--- config.mk ---
export PLATFORM = sky130hd
export DESIGN_NAME = dzg_cal_core
export DESIGN_NICKNAME = d
export VERILOG_FILES = /design/src/hw/dzg_pkg.sv /design/src/hw/dzg_cal_core.sv
export VERILOG_INCLUDE_DIRS = /design/src /design/src/hw
export SDC_FILE = /design/constraint.sdc
export NUM_CORES = 2
export LEC_CHECK = 0
export BUFFER_PORTS_ARGS = -buffer_cell sky130_fd_sc_hd__buf_4
export CAP_MARGIN = 10
export CORE_MARGIN = 4
export CORE_UTILIZATION = 30
export DETAILED_ROUTE_END_ITERATION = 10
export PLACE_DENSITY = 0.47
export SYNTH_ARGS = -nofsm -noshare
export SYNTH_HDL_FRONTEND = slang
export SYNTH_SLANG_ARGS = --single-unit
--- constraint.sdc ---
create_clock -name mclk -period 12.55 [get_ports mclk]
set_input_delay 2.51 -clock mclk [delete_from_list [all_inputs] [get_ports mclk]]
set_output_delay 2.51 -clock mclk [all_outputs]
set_load 0.01 [all_outputs]
--- src/hw/dzg_defines.svh ---
// Offsets, field layouts, reset values and arithmetic constants for the
// zero/gain calibration block. Included by the package and the design.
`ifndef DZG_DEFINES_SVH
`define DZG_DEFINES_SVH

// Register index on the decoded register port (3-bit index)
`define DZG_ADDR_W 3
`define DZG_ADDR_ZERO_BASE 3'h0
`define DZG_ADDR_GAIN_BASE 3'h4
`define DZG_ADDR_GAIN_BIT 2

// Field layout
`define DZG_REG_W 16
`define DZG_OFFSET_W 9
`define DZG_SLOPE_W 8
`define DZG_CODE_W 14
`define DZG_FRAC_W 5
`define DZG_OUT_W 19
`define DZG_OFFSET_RST 9'h000
`define DZG_SLOPE_RST 8'h00

// Arithmetic: slope step 1/4 LSB at full scale, expressed in 1/32 LSB
`define DZG_BIP_SHIFT 10
`define DZG_UNI_SHIFT 11
`define DZG_BIP_MAX 24'h03_ffff
`define DZG_BIP_MIN 24'hfc_0000
`define DZG_UNI_MAX 24'h07_ffff
`define DZG_SAT_BIP_HI 19'h3_ffff
`define DZG_SAT_BIP_LO 19'h4_0000
`define DZG_SAT_UNI_HI 19'h7_ffff
`define DZG_SAT_UNI_LO 19'h0_0000

`endif

--- src/hw/dzg_pkg.sv ---
// Types shared by the zero/gain calibration block.
// Assumes dzg_defines.svh sits on the include path.
`include "dzg_defines.svh"

package dzg_pkg;
  // One channel's calibration pair
  typedef struct packed {
    logic [`DZG_OFFSET_W-1:0] offset_trim_field;
    logic [`DZG_SLOPE_W-1:0] slope_trim_field;
  } dzg_cal_t;

  // Register write/read request from the decoded serial frame
  typedef struct packed {
    logic wr_en;
    logic rd_en;
    logic [`DZG_ADDR_W-1:0] addr;
    logic [`DZG_REG_W-1:0] wdata;
  } dzg_req_t;
endpackage

--- src/hw/dzg_cal_core.sv ---
// Per-channel user zero and gain calibration: eight trim registers and the
// digital correction of four 14-bit channel codes.
// Output carries 14 integer and 5 fraction bits, signed when bipolar.
// Assumes the serial frame decoder presents single-cycle register requests
// on mclk, and channel codes come from logic on the same clock.
`timescale 1ns/1ps
`include "dzg_defines.svh"

module dzg_cal_core #(
  parameter int NUM_CH = 4
) (
  input wire logic mclk,
  input wire logic sys_rst,
  input wire dzg_pkg::dzg_req_t reg_req,
  output logic [`DZG_REG_W-1:0] reg_rdata,
  input wire logic [NUM_CH-1:0][`DZG_CODE_W-1:0] channel_code,
  input wire logic [NUM_CH-1:0] bipolar_mode,
  output logic [NUM_CH-1:0][`DZG_OUT_W-1:0] cal_code
);
  import dzg_pkg::*;

  // Index decode covers exactly four channels per register kind
  if (NUM_CH != 4) begin : g_num_ch_check
    $error("dzg_cal_core serves exactly four channels");
  end

  // Corrected code in 1/32 LSB units: 14 integer bits, 5 fraction bits
  function automatic logic [`DZG_OUT_W-1:0] dzg_apply(
    input logic [`DZG_CODE_W-1:0] code,
    input logic bip,
    input dzg_cal_t cal
  );
    logic signed [23:0] base;
    logic signed [23:0] slope;
    logic signed [23:0] prod;
    logic signed [23:0] sum;
    logic [`DZG_OUT_W-1:0] res;
    base = bip ? {{10{code[13]}}, code} : {10'h000, code};
    slope = {{16{cal.slope_trim_field[7]}}, cal.slope_trim_field};
    // Product fits 24 bits: 14-bit code times 8-bit trim, no overflow
    prod = base * slope;
    // Slope acts on the full-scale span, so it pivots about code zero
    prod = bip ? (prod >>> `DZG_BIP_SHIFT) : (prod >>> `DZG_UNI_SHIFT);
    sum = (base <<< `DZG_FRAC_W) + prod
      + {{15{cal.offset_trim_field[8]}}, cal.offset_trim_field};
    if (bip) begin
      if (sum > $signed(`DZG_BIP_MAX)) begin
        res = `DZG_SAT_BIP_HI;
      end else if (sum < $signed(`DZG_BIP_MIN)) begin
        res = `DZG_SAT_BIP_LO;
      end else begin
        res = sum[`DZG_OUT_W-1:0];
      end
    end else begin
      if (sum < 0) begin
        res = `DZG_SAT_UNI_LO;
      end else if (sum > $signed(`DZG_UNI_MAX)) begin
        res = `DZG_SAT_UNI_HI;
      end else begin
        res = sum[`DZG_OUT_W-1:0];
      end
    end
    return res;
  endfunction

  // Trim state, read latch and output pipeline
  dzg_cal_t [NUM_CH-1:0] cal_r;
  dzg_cal_t [NUM_CH-1:0] cal_nxt;
  logic [`DZG_REG_W-1:0] rdata_r;
  logic [`DZG_REG_W-1:0] rdata_nxt;
  logic [NUM_CH-1:0][`DZG_OUT_W-1:0] out_r;
  logic [NUM_CH-1:0][`DZG_OUT_W-1:0] out_nxt;
  logic [1:0] ch_sel;
  logic is_gain;

  // Index bit 2 picks gain over zero; bits 1:0 pick the channel
  assign ch_sel = reg_req.addr[1:0];
  assign is_gain = reg_req.addr[`DZG_ADDR_GAIN_BIT];

  // Register writes; reserved bits are dropped, so they cannot be stored
  always_comb begin
    cal_nxt = cal_r;
    if (reg_req.wr_en) begin
      if (is_gain) begin
        cal_nxt[ch_sel].slope_trim_field = reg_req.wdata[`DZG_SLOPE_W-1:0];
      end else begin
        cal_nxt[ch_sel].offset_trim_field = reg_req.wdata[`DZG_OFFSET_W-1:0];
      end
    end
  end

  // Read data holds until the next read
  always_comb begin
    rdata_nxt = rdata_r;
    if (reg_req.rd_en) begin
      if (is_gain) begin
        rdata_nxt = {8'h00, cal_r[ch_sel].slope_trim_field};
      end else begin
        rdata_nxt = {7'h00, cal_r[ch_sel].offset_trim_field};
      end
    end
  end

  // One pipeline stage keeps the multiplier off the output pins
  always_comb begin
    for (int i = 0; i < NUM_CH; i++) begin
      out_nxt[i] = dzg_apply(channel_code[i], bipolar_mode[i], cal_r[i]);
    end
  end

  // Synchronous reset clears trims, read latch and output pipeline
  always_ff @(posedge mclk) begin
    if (sys_rst) begin
      for (int i = 0; i < NUM_CH; i++) begin
        cal_r[i].offset_trim_field <= `DZG_OFFSET_RST;
        cal_r[i].slope_trim_field <= `DZG_SLOPE_RST;
        out_r[i] <= '0;
      end
      rdata_r <= '0;
    end else begin
      cal_r <= cal_nxt;
      rdata_r <= rdata_nxt;
      out_r <= out_nxt;
    end
  end

  assign reg_rdata = rdata_r;
  assign cal_code = out_r;

  // Reset and register file checks
  a_reset_outputs: assert property (@(posedge mclk)
    $past(sys_rst) |-> rdata_r == 16'h0000 && out_r[0] == 19'h0_0000
      && out_r[3] == 19'h0_0000)
    else $error("read latch or output not cleared by reset");

  a_zero_reset: assert property (@(posedge mclk)
    $past(sys_rst) |-> cal_r[0].offset_trim_field == 9'h000
      && cal_r[3].offset_trim_field == 9'h000)
    else $error("zero trim not cleared by reset");

  a_gain_reset: assert property (@(posedge mclk)
    $past(sys_rst) |-> cal_r[1].slope_trim_field == 8'h00
      && cal_r[2].slope_trim_field == 8'h00)
    else $error("gain trim not cleared by reset");

  a_zero_write: assert property (@(posedge mclk) disable iff (sys_rst)
    reg_req.wr_en && !is_gain |=> cal_r[$past(ch_sel)].offset_trim_field
      == $past(reg_req.wdata[8:0]))
    else $error("zero register write not stored");

  a_gain_write: assert property (@(posedge mclk) disable iff (sys_rst)
    reg_req.wr_en && is_gain |=> cal_r[$past(ch_sel)].slope_trim_field
      == $past(reg_req.wdata[7:0]))
    else $error("gain register write not stored");

  a_zero_readback: assert property (@(posedge mclk) disable iff (sys_rst)
    reg_req.rd_en && !is_gain |=> rdata_r[15:9] == 7'h00)
    else $error("zero register reserved bits not zero");

  a_zero_value: assert property (@(posedge mclk) disable iff (sys_rst)
    reg_req.rd_en && !is_gain |=> rdata_r[8:0]
      == $past(cal_r[ch_sel].offset_trim_field))
    else $error("zero register readback wrong");

  a_gain_readback: assert property (@(posedge mclk) disable iff (sys_rst)
    reg_req.rd_en && is_gain |=> rdata_r[15:8] == 8'h00
      && rdata_r[7:0] == $past(cal_r[ch_sel].slope_trim_field))
    else $error("gain register readback wrong");

  a_chan_isolate: assert property (@(posedge mclk) disable iff (sys_rst)
    reg_req.wr_en && ch_sel != 2'd0 |=> $stable(cal_r[0]))
    else $error("write leaked into channel 0 trims");

  a_last_isolate: assert property (@(posedge mclk) disable iff (sys_rst)
    reg_req.wr_en && ch_sel != 2'd3 |=> $stable(cal_r[3]))
    else $error("write leaked into channel 3 trims");

  // Datapath checks; the bench drives the corner codes they need
  a_null_trim: assert property (@(posedge mclk) disable iff (sys_rst)
    cal_r[0] == '0 && !bipolar_mode[0] && $stable(cal_r[0])
      |=> out_r[0] == {$past(channel_code[0]), 5'h00})
    else $error("zero trims altered the code");

  a_offset_shift: assert property (@(posedge mclk) disable iff (sys_rst)
    cal_r[1].slope_trim_field == 8'h00 && bipolar_mode[1] && channel_code[1] == 14'h0000
      |=> out_r[1] == {{10{$past(cal_r[1].offset_trim_field[8])}},
        $past(cal_r[1].offset_trim_field)})
    else $error("offset not applied as constant shift");

  // With a non-negative slope, an offset of a full LSB or more lifts the top code past the ceiling
  a_uni_ceiling: assert property (@(posedge mclk) disable iff (sys_rst)
    !bipolar_mode[2] && channel_code[2] == 14'h3fff && !cal_r[2].slope_trim_field[7]
      && !cal_r[2].offset_trim_field[8] && cal_r[2].offset_trim_field[7:5] != 3'h0
      |=> out_r[2] == 19'h7_ffff)
    else $error("unipolar output did not saturate high");

  a_uni_floor: assert property (@(posedge mclk) disable iff (sys_rst)
    !bipolar_mode[1] && channel_code[1] == 14'h0000 && cal_r[1].offset_trim_field[8]
      |=> out_r[1] == 19'h0_0000)
    else $error("unipolar output did not saturate low");

  a_bip_floor: assert property (@(posedge mclk) disable iff (sys_rst)
    bipolar_mode[3] && channel_code[3] == 14'h2000 && !cal_r[3].slope_trim_field[7]
      && cal_r[3].offset_trim_field[8]
      |=> out_r[3] == 19'h4_0000)
    else $error("bipolar output did not saturate low");
endmodule

Word level (Yosys, flattened, before mapping)
Index checks and enable logic that the tools add are counted.
{"block": "classes", "n_mul": 4, "n_lt_le_gt_ge": 18, "addsub": 8, "n_reduce_logical": 1, "muxes": 38}
{"cell": "19-bit two-way mux", "n": 20}
{"cell": "24-bit adder", "n": 8}
{"cell": "68-bit bitwise mux", "n": 2}
{"cell": "24-bit by 19-bit greater-than comparator with 1-bit output, second input constant", "n": 4}
{"cell": "24-bit by 20-bit greater-than comparator with 1-bit output, second input constant", "n": 4}
{"cell": "24-bit by 1-bit less-than comparator with 1-bit output, second input constant", "n": 4}
{"cell": "24-bit by 19-bit less-than comparator with 1-bit output, second input constant", "n": 4}
{"cell": "24-bit by 8-bit multiplier with 24-bit output", "n": 4}
{"cell": "24-bit two-way mux", "n": 4}
{"cell": "17-bit demux with 2-bit select", "n": 2}
{"cell": "68-bit two-way mux", "n": 1}
{"cell": "13-bit two-way mux", "n": 4}
{"cell": "17-bit binary-select mux with 2-bit select", "n": 1}
{"cell": "17-bit two-way mux", "n": 2}
{"cell": "9-bit two-way mux", "n": 1}
{"cell": "8-bit two-way mux", "n": 1}
{"cell": "2-bit by 3-bit less-than comparator with 1-bit output, second input constant", "n": 1}
{"cell": "2-bit by 1-bit greater-or-equal comparator with 1-bit output, second input constant", "n": 1}
{"cell": "1-bit logical AND", "n": 1}
{"block": "word_totals", "input_bits": 83, "elab_cells": 82, "reg_bits": 160, "output_inout_bits": 92}

Depth between registers and ports, before layout
{"block": "logic_depth", "depth_word": 9, "mapped_depth": 36, "depth_no_buf": 33}

Worst setup path before layout
No wires, ideal clock.
{"block": "synth_path", "path_kind": "in2reg", "from": "input bipolar_mode[1]", "to": "register out_r, in the netlist cal_code[35]", "path_stages": 32, "slack_ns": 1.998, "arrival_ns": 10.485, "n_path_buf": 4, "cell_sequence": "clkbuf_1 > clkbuf_1 > clkbuf_1 > nand3_1 > fa_1 > inv_1 > fa_1 > fa_1 > inv_1 > fa_1 > inv_1 > ha_1 > and3_1 > a21oi_1 > o211ai_1 > a21oi_1 > xor2_1 > nor2_1 > or3_1 > fa_1 > ha_1 > a41o_1 > a221o_1 > a21oi_1 > o21ai_0 > a221o_1 > xor2_1 > nand4_1 > o211a_1 > a311o_1 > buf_6 > o21ai_2"}
{"block": "synth_via", "elab_chain_len": 9}
{"element": "from (decl)", "line_no": "dzg_cal_core.sv:17", "text": "input wire logic [NUM_CH-1:0] bipolar_mode,"}
{"element": "24-bit two-way mux", "line_no": "dzg_cal_core.sv:38", "text": "base = bip ? {{10{code[13]}}, code} : {10'h000, code};"}
{"element": "24-bit by 8-bit multiplier with 24-bit output", "line_no": "dzg_cal_core.sv:41", "text": "prod = base * slope;"}
{"element": "13-bit two-way mux", "line_no": "dzg_cal_core.sv:43", "text": "prod = bip ? (prod >>> `DZG_BIP_SHIFT) : (prod >>> `DZG_UNI_SHIFT);"}
{"element": "24-bit adder (2 in series)", "line_no": "dzg_cal_core.sv:44", "text": "sum = (base <<< `DZG_FRAC_W) + prod"}
{"element": "24-bit by 20-bit greater-than comparator with 1-bit output / 24-bit by 19-bit less-than comparator with 1-bit output (equally long branches)", "line_no": "dzg_cal_core.sv:57, dzg_cal_core.sv:49"}
{"element": "19-bit two-way mux, on equally long branches", "line_no": "dzg_cal_core.sv:57, dzg_cal_core.sv:49"}
{"element": "19-bit two-way mux, on equally long branches", "line_no": "dzg_cal_core.sv:55, dzg_cal_core.sv:47"}
{"element": "19-bit two-way mux *", "line_no": "dzg_cal_core.sv:46", "text": "if (bip) begin"}
{"element": "to (signal assigned)", "line_no": "dzg_cal_core.sv:123", "text": "out_r <= out_nxt;"}
{"element": "to (decl)", "line_no": "dzg_cal_core.sv:71", "text": "logic [NUM_CH-1:0][`DZG_OUT_W-1:0] out_r;"}
Every way passes the cells marked *; elsewhere a longest branch is shown, timed or not.
A chain may end at the register's enable or synchronous reset.

Worst setup path after layout
{"block": "layout_path", "from": "input channel_code[21] (netlist name)", "to": "register out_r, in the netlist cal_code[24]"}
{"block": "layout_via", "elab_chain_len": 9}
{"element": "from (decl)", "line_no": "dzg_cal_core.sv:16", "text": "input wire logic [NUM_CH-1:0][`DZG_CODE_W-1:0] channel_code,"}
{"element": "24-bit two-way mux *", "line_no": "dzg_cal_core.sv:38"}
{"element": "24-bit by 8-bit multiplier with 24-bit output", "line_no": "dzg_cal_core.sv:41"}
{"element": "13-bit two-way mux", "line_no": "dzg_cal_core.sv:43"}
{"element": "24-bit adder * (2 in series)", "line_no": "dzg_cal_core.sv:44"}
{"element": "24-bit by 20-bit greater-than comparator with 1-bit output / 24-bit by 19-bit less-than comparator with 1-bit output (equally long branches)", "line_no": "dzg_cal_core.sv:57, dzg_cal_core.sv:49"}
{"element": "19-bit two-way mux, on equally long branches", "line_no": "dzg_cal_core.sv:57, dzg_cal_core.sv:49"}
{"element": "19-bit two-way mux, on equally long branches", "line_no": "dzg_cal_core.sv:55, dzg_cal_core.sv:47"}
{"element": "19-bit two-way mux *", "line_no": "dzg_cal_core.sv:46"}
Marked as above.

==> reports/results.md <==
| Quantity | This run |
|---|---|
| Synth Flop Type | dfxtp_1 |
| Storage element area | 3063 sq um |
| Most used standard cells in the synthesized netlist | inv_1 (582), fa_1 (456), and2_1 (311), nand2_1 (276), ha_1 (268) |
| Largest area contributor in the netlist | fa_1 |
| Least-Margin Pin Slew | 1152 ps |
| Wire length of the first global-routing pass | 129700 um |
| Site row count | 112 |
| Total Neg Setup Slack | 0 ps |
| Syn. warnings | 0 |
| Cell area power density | 62.04 nW/um^2 |
| Number of maximum-capacitance violations | 0 |
| Post-detail-place hpwl | 65730 um |
| Largest net degree at the start of global routing | 57 |
| Ratio of final minimum period to clock period | 87.62% |
| CTS H-Tree Depth | 4 |
| Largest family of logic cells by synthesized area | adder cells |
| R2R cell count | 29 |
| Instance count along the most critical hold path | 2 |
| Register area share after synthesis | 10.73% |
| Height of the die | 316.5 um |
| Average vias per placed instance | 4.718 |
| Count of mapped cells out of synthesis | 3286 |
| Sink Count | 153 |
| Startpoint of the lowest-slack hold path | reg_rdata[7]$_SDFFE_PP0P_ |
| Area added between synthesis and finish | 10.57% |
| Final setup violation count | 0 |
| Buffer depth of the longest clock path | 2 |
| Routed via count | 21917 |
| # IOs | 175 |
| Core footprint | 93890 sq um |
| Register-to-register path setup slack | 2880 ps |
| CTS root buffer | clkbuf_16 |
| Net total in the final layout | 4178 |
| Gp weighted congestion | 0.7969 |
| Number of violations reported at the end of detailed-routing iteration 0 | 1031 |
| XOR/XNOR Fraction of Synth Area | 3.619% |
| Slew margin rel. | 22.63% |
| Worst clock skew | 22.15 ps |
| Global-route usage over all layers | 16.55% |
| Clock transition at the registers of the reported paths | 70 ps |
| Signal arrival time at the worst endpoint | 11390 ps |
| Number of flops mapped to enable cells by yosys | 0 |
| Max Clock Freq | 90.94 MHz |
| Worst Setup Start Kind | input port |
| Clock latency reported for the late side of the worst-skew pair | 480 ps |
| Crit path time final | 11000 ps |
| Post-route cell area | 31570 sq um |
| DRC violation count after routing | 0 |
| Static leakage power | 16.07 nW |
| R2r endpoint | cal_code[24]$_SDFF_PP0_ |
| Critical-path top delay cell | a311o_1 |
| Grt total ovfl | 0 |
| Mux cell area share after synthesis | 2.226% |
| CP Max Fanout | 18 |
| Compound-gate portion of the synthesized area | 12.98% |
| Number of routed nets with antenna violations | 0 |
| Layout filler cell count | 10051 |
| Most common cell type on the critical path | fa_1 |
| Post-CTS setup buffer count | 0 |
| Starting Density | 30.41% |
| Endpoint class of the critical path | flop |
| Detailed-route wire length per cell | 17.36 um |
| Adder and majority gate portion of the synthesized area | 43.71% |
| Ratio of cells with drive above 1 in the final layout | 7.772% |
| CTS tree | built |
| Area of the multi-input gates | 22860 sq um |
| #FFs+latches synth | 153 |
| Placed Area | 30980 sq um |
| Area share of the largest cell type after synthesis | 31.97% |
| Destination of the worst hold path | reg_rdata[7]$_SDFFE_PP0P_ |
| Number of buffers created by CTS | 17 |
| Library cells used by synthesis | 85 |
| Worst path required time | 12950 ps |
| RSZ-0062 raised after global routing | false |
| IO buf count | 160 |
| Cell Area, Synth | 28560 sq um |
| Final hold vios | 0 |
| Most used standard cell by instance count after synthesis | inv_1 |
| Share of synthesized registers carrying an async set or reset | 0% |
| Syn Area/Cell | 8.690 sq um |
| Delay of the slowest cell on the worst path | 670 ps |
| Number of antenna violations at the first check in global routing | 10 |
| Number of iterations in the first detailed-routing pass | 5 |
| Crit Reg-Reg Startpoint | cal_r[19]$_SDFFE_PP0P_ |
| Worst IR Drop VDD | 75.61 uV |
| Total of hold buffers inserted after clock tree synthesis | 0 |
| Number of global-route vias before repair | 22522 |
| Die area | 100200 sq um |
| Type of the worst min-delay path | flop to flop |
| Post-synthesis simple-gate area fraction | 17.42% |
| Outcome | completed |
| Floorplan die width | 316.5 um |
| Final number of max-transition violations | 0 |
| Final Routed Wirelength | 80650 um |
| Total of cells resized after clock tree synthesis | 0 |
| Top cells by area, synth | fa_1 (32%), ha_1 (12%), dfxtp_1 (11%), inv_1 (7.7%), and2_1 (6.8%) |
| Worst Setup Path Type | input port to flop |
==> cell type report <==
| cell class | count | area share [%] |
|---|---|---|
| multi-input combinational | 2443 | 72.39 |
| sequential | 153 | 9.701 |
| inverter | 582 | 6.919 |
| tap | 1254 | 4.969 |
| timing repair buffer | 174 | 4.137 |
| clock buffer | 19 | 1.403 |
| clock inverter | 13 | 0.4240 |
| antenna | 7 | 0.05548 |
==> power breakdown <==
group,internal [W],switching (W)
Sequential,0.000557,0.0000536
Combinational,0.000349,0.000471
Clock,0.000268,0.000260
==> per-layer routing <==
metal / routed length (um) / track usage (%)
met4: 1319 / 3.744
met2: 37150 / 26.92
met3: 2874 / 2.144
met1: 39270 / 23.50
met5: 41 / 0
==> placed cells by master (no fill, tap or decap), types with 11 or more instances in the layout <==
cell | synthesis | layout
inv_1 | 582 | 582
fa_1 | 456 | 456
and2_1 | 311 | 311
nand2_1 | 276 | 276
ha_1 | 268 | 268
a21oi_1 | 186 | 186
nor2_1 | 177 | 177
buf_4 | 7 | 174
dfxtp_1 | 153 | 153
o21ai_0 | 106 | 106
a21o_1 | 82 | 82
xnor2_1 | 81 | 81
and3_1 | 46 | 46
xor2_1 | 37 | 37
nand3_1 | 36 | 36
nor3_1 | 30 | 30
a211oi_1 | 26 | 26
o21a_1 | 25 | 25
nor2b_1 | 23 | 23
mux2i_1 | 23 | 23
o21bai_1 | 18 | 18
mux4_2 | 17 | 17
clkbuf_16 | 0 | 17
a221oi_1 | 15 | 15
nand2b_1 | 15 | 15
a31oi_1 | 14 | 14
or3_1 | 13 | 13
nor4_1 | 13 | 13
o211ai_1 | 12 | 12
o21ai_2 | 11 | 11
==> critical path, delay by kind of cell <==
family	cells	cell delay (ps)
xor gates and xnor gates	2	520
AOI/OAI and AO/OA	13	4150
buffers and inverters	3	260
and+or+nand+nor	5	890
adders and majority gates	7	3050
==> kinds of logic after synthesis <==
group                    count (synthesis)
AND/OR/NAND/NOR                        981
adder cells (fa/ha/maj)                724
buffers and inverters                  696
AO/OA/AOI/OAI                          571
flip-flops                             153
XOR/XNOR                               118
multiplexers                            42
other                                    1
==> stage by stage <==
stage / std cells / power, W / util, % / hold WS [ps] / setup WS, ps
after floorplan: 3292 / 0.001123 / - / 446.1 / 1998
after global placement: 4606 / 0.001453 / 33.00 / 481.7 / 1062
after detailed placement: 4606 / 0.001449 / 33.00 / 485.5 / 1048
after CTS: 4638 / 0.001992 / 33.61 / 495.1 / 1562
after global routing: 4642 / 0.002105 / 33.62 / 517.2 / 929.9
final: 4645 / 0.001959 / 33.63 / 488.0 / 1554
==> sequential cells by signal (all words and copies together) (netlist names) <==
signal,count
reg_rdata,9
cal_r,68
cal_code,76
==> worst max path at each step <==
stage	start	endpoint	slack (ps)	cells after the start
5_1_grt	channel_code[43]	cal_code[58]$_SDFF_PP0_	930	32
2_1_floorplan	bipolar_mode[1]	cal_code[35]$_SDFF_PP0_	2000	32
4_1_cts	channel_code[21]	cal_code[24]$_SDFF_PP0_	1560	30
3_3_place_gp	channel_code[33]	cal_code[40]$_SDFF_PP0_	1060	30
3_5_place_dp	channel_code[21]	cal_code[24]$_SDFF_PP0_	1050	30
6_report	channel_code[21]	cal_code[24]$_SDFF_PP0_	1550	30
Power figures use the tool's default switching activity.
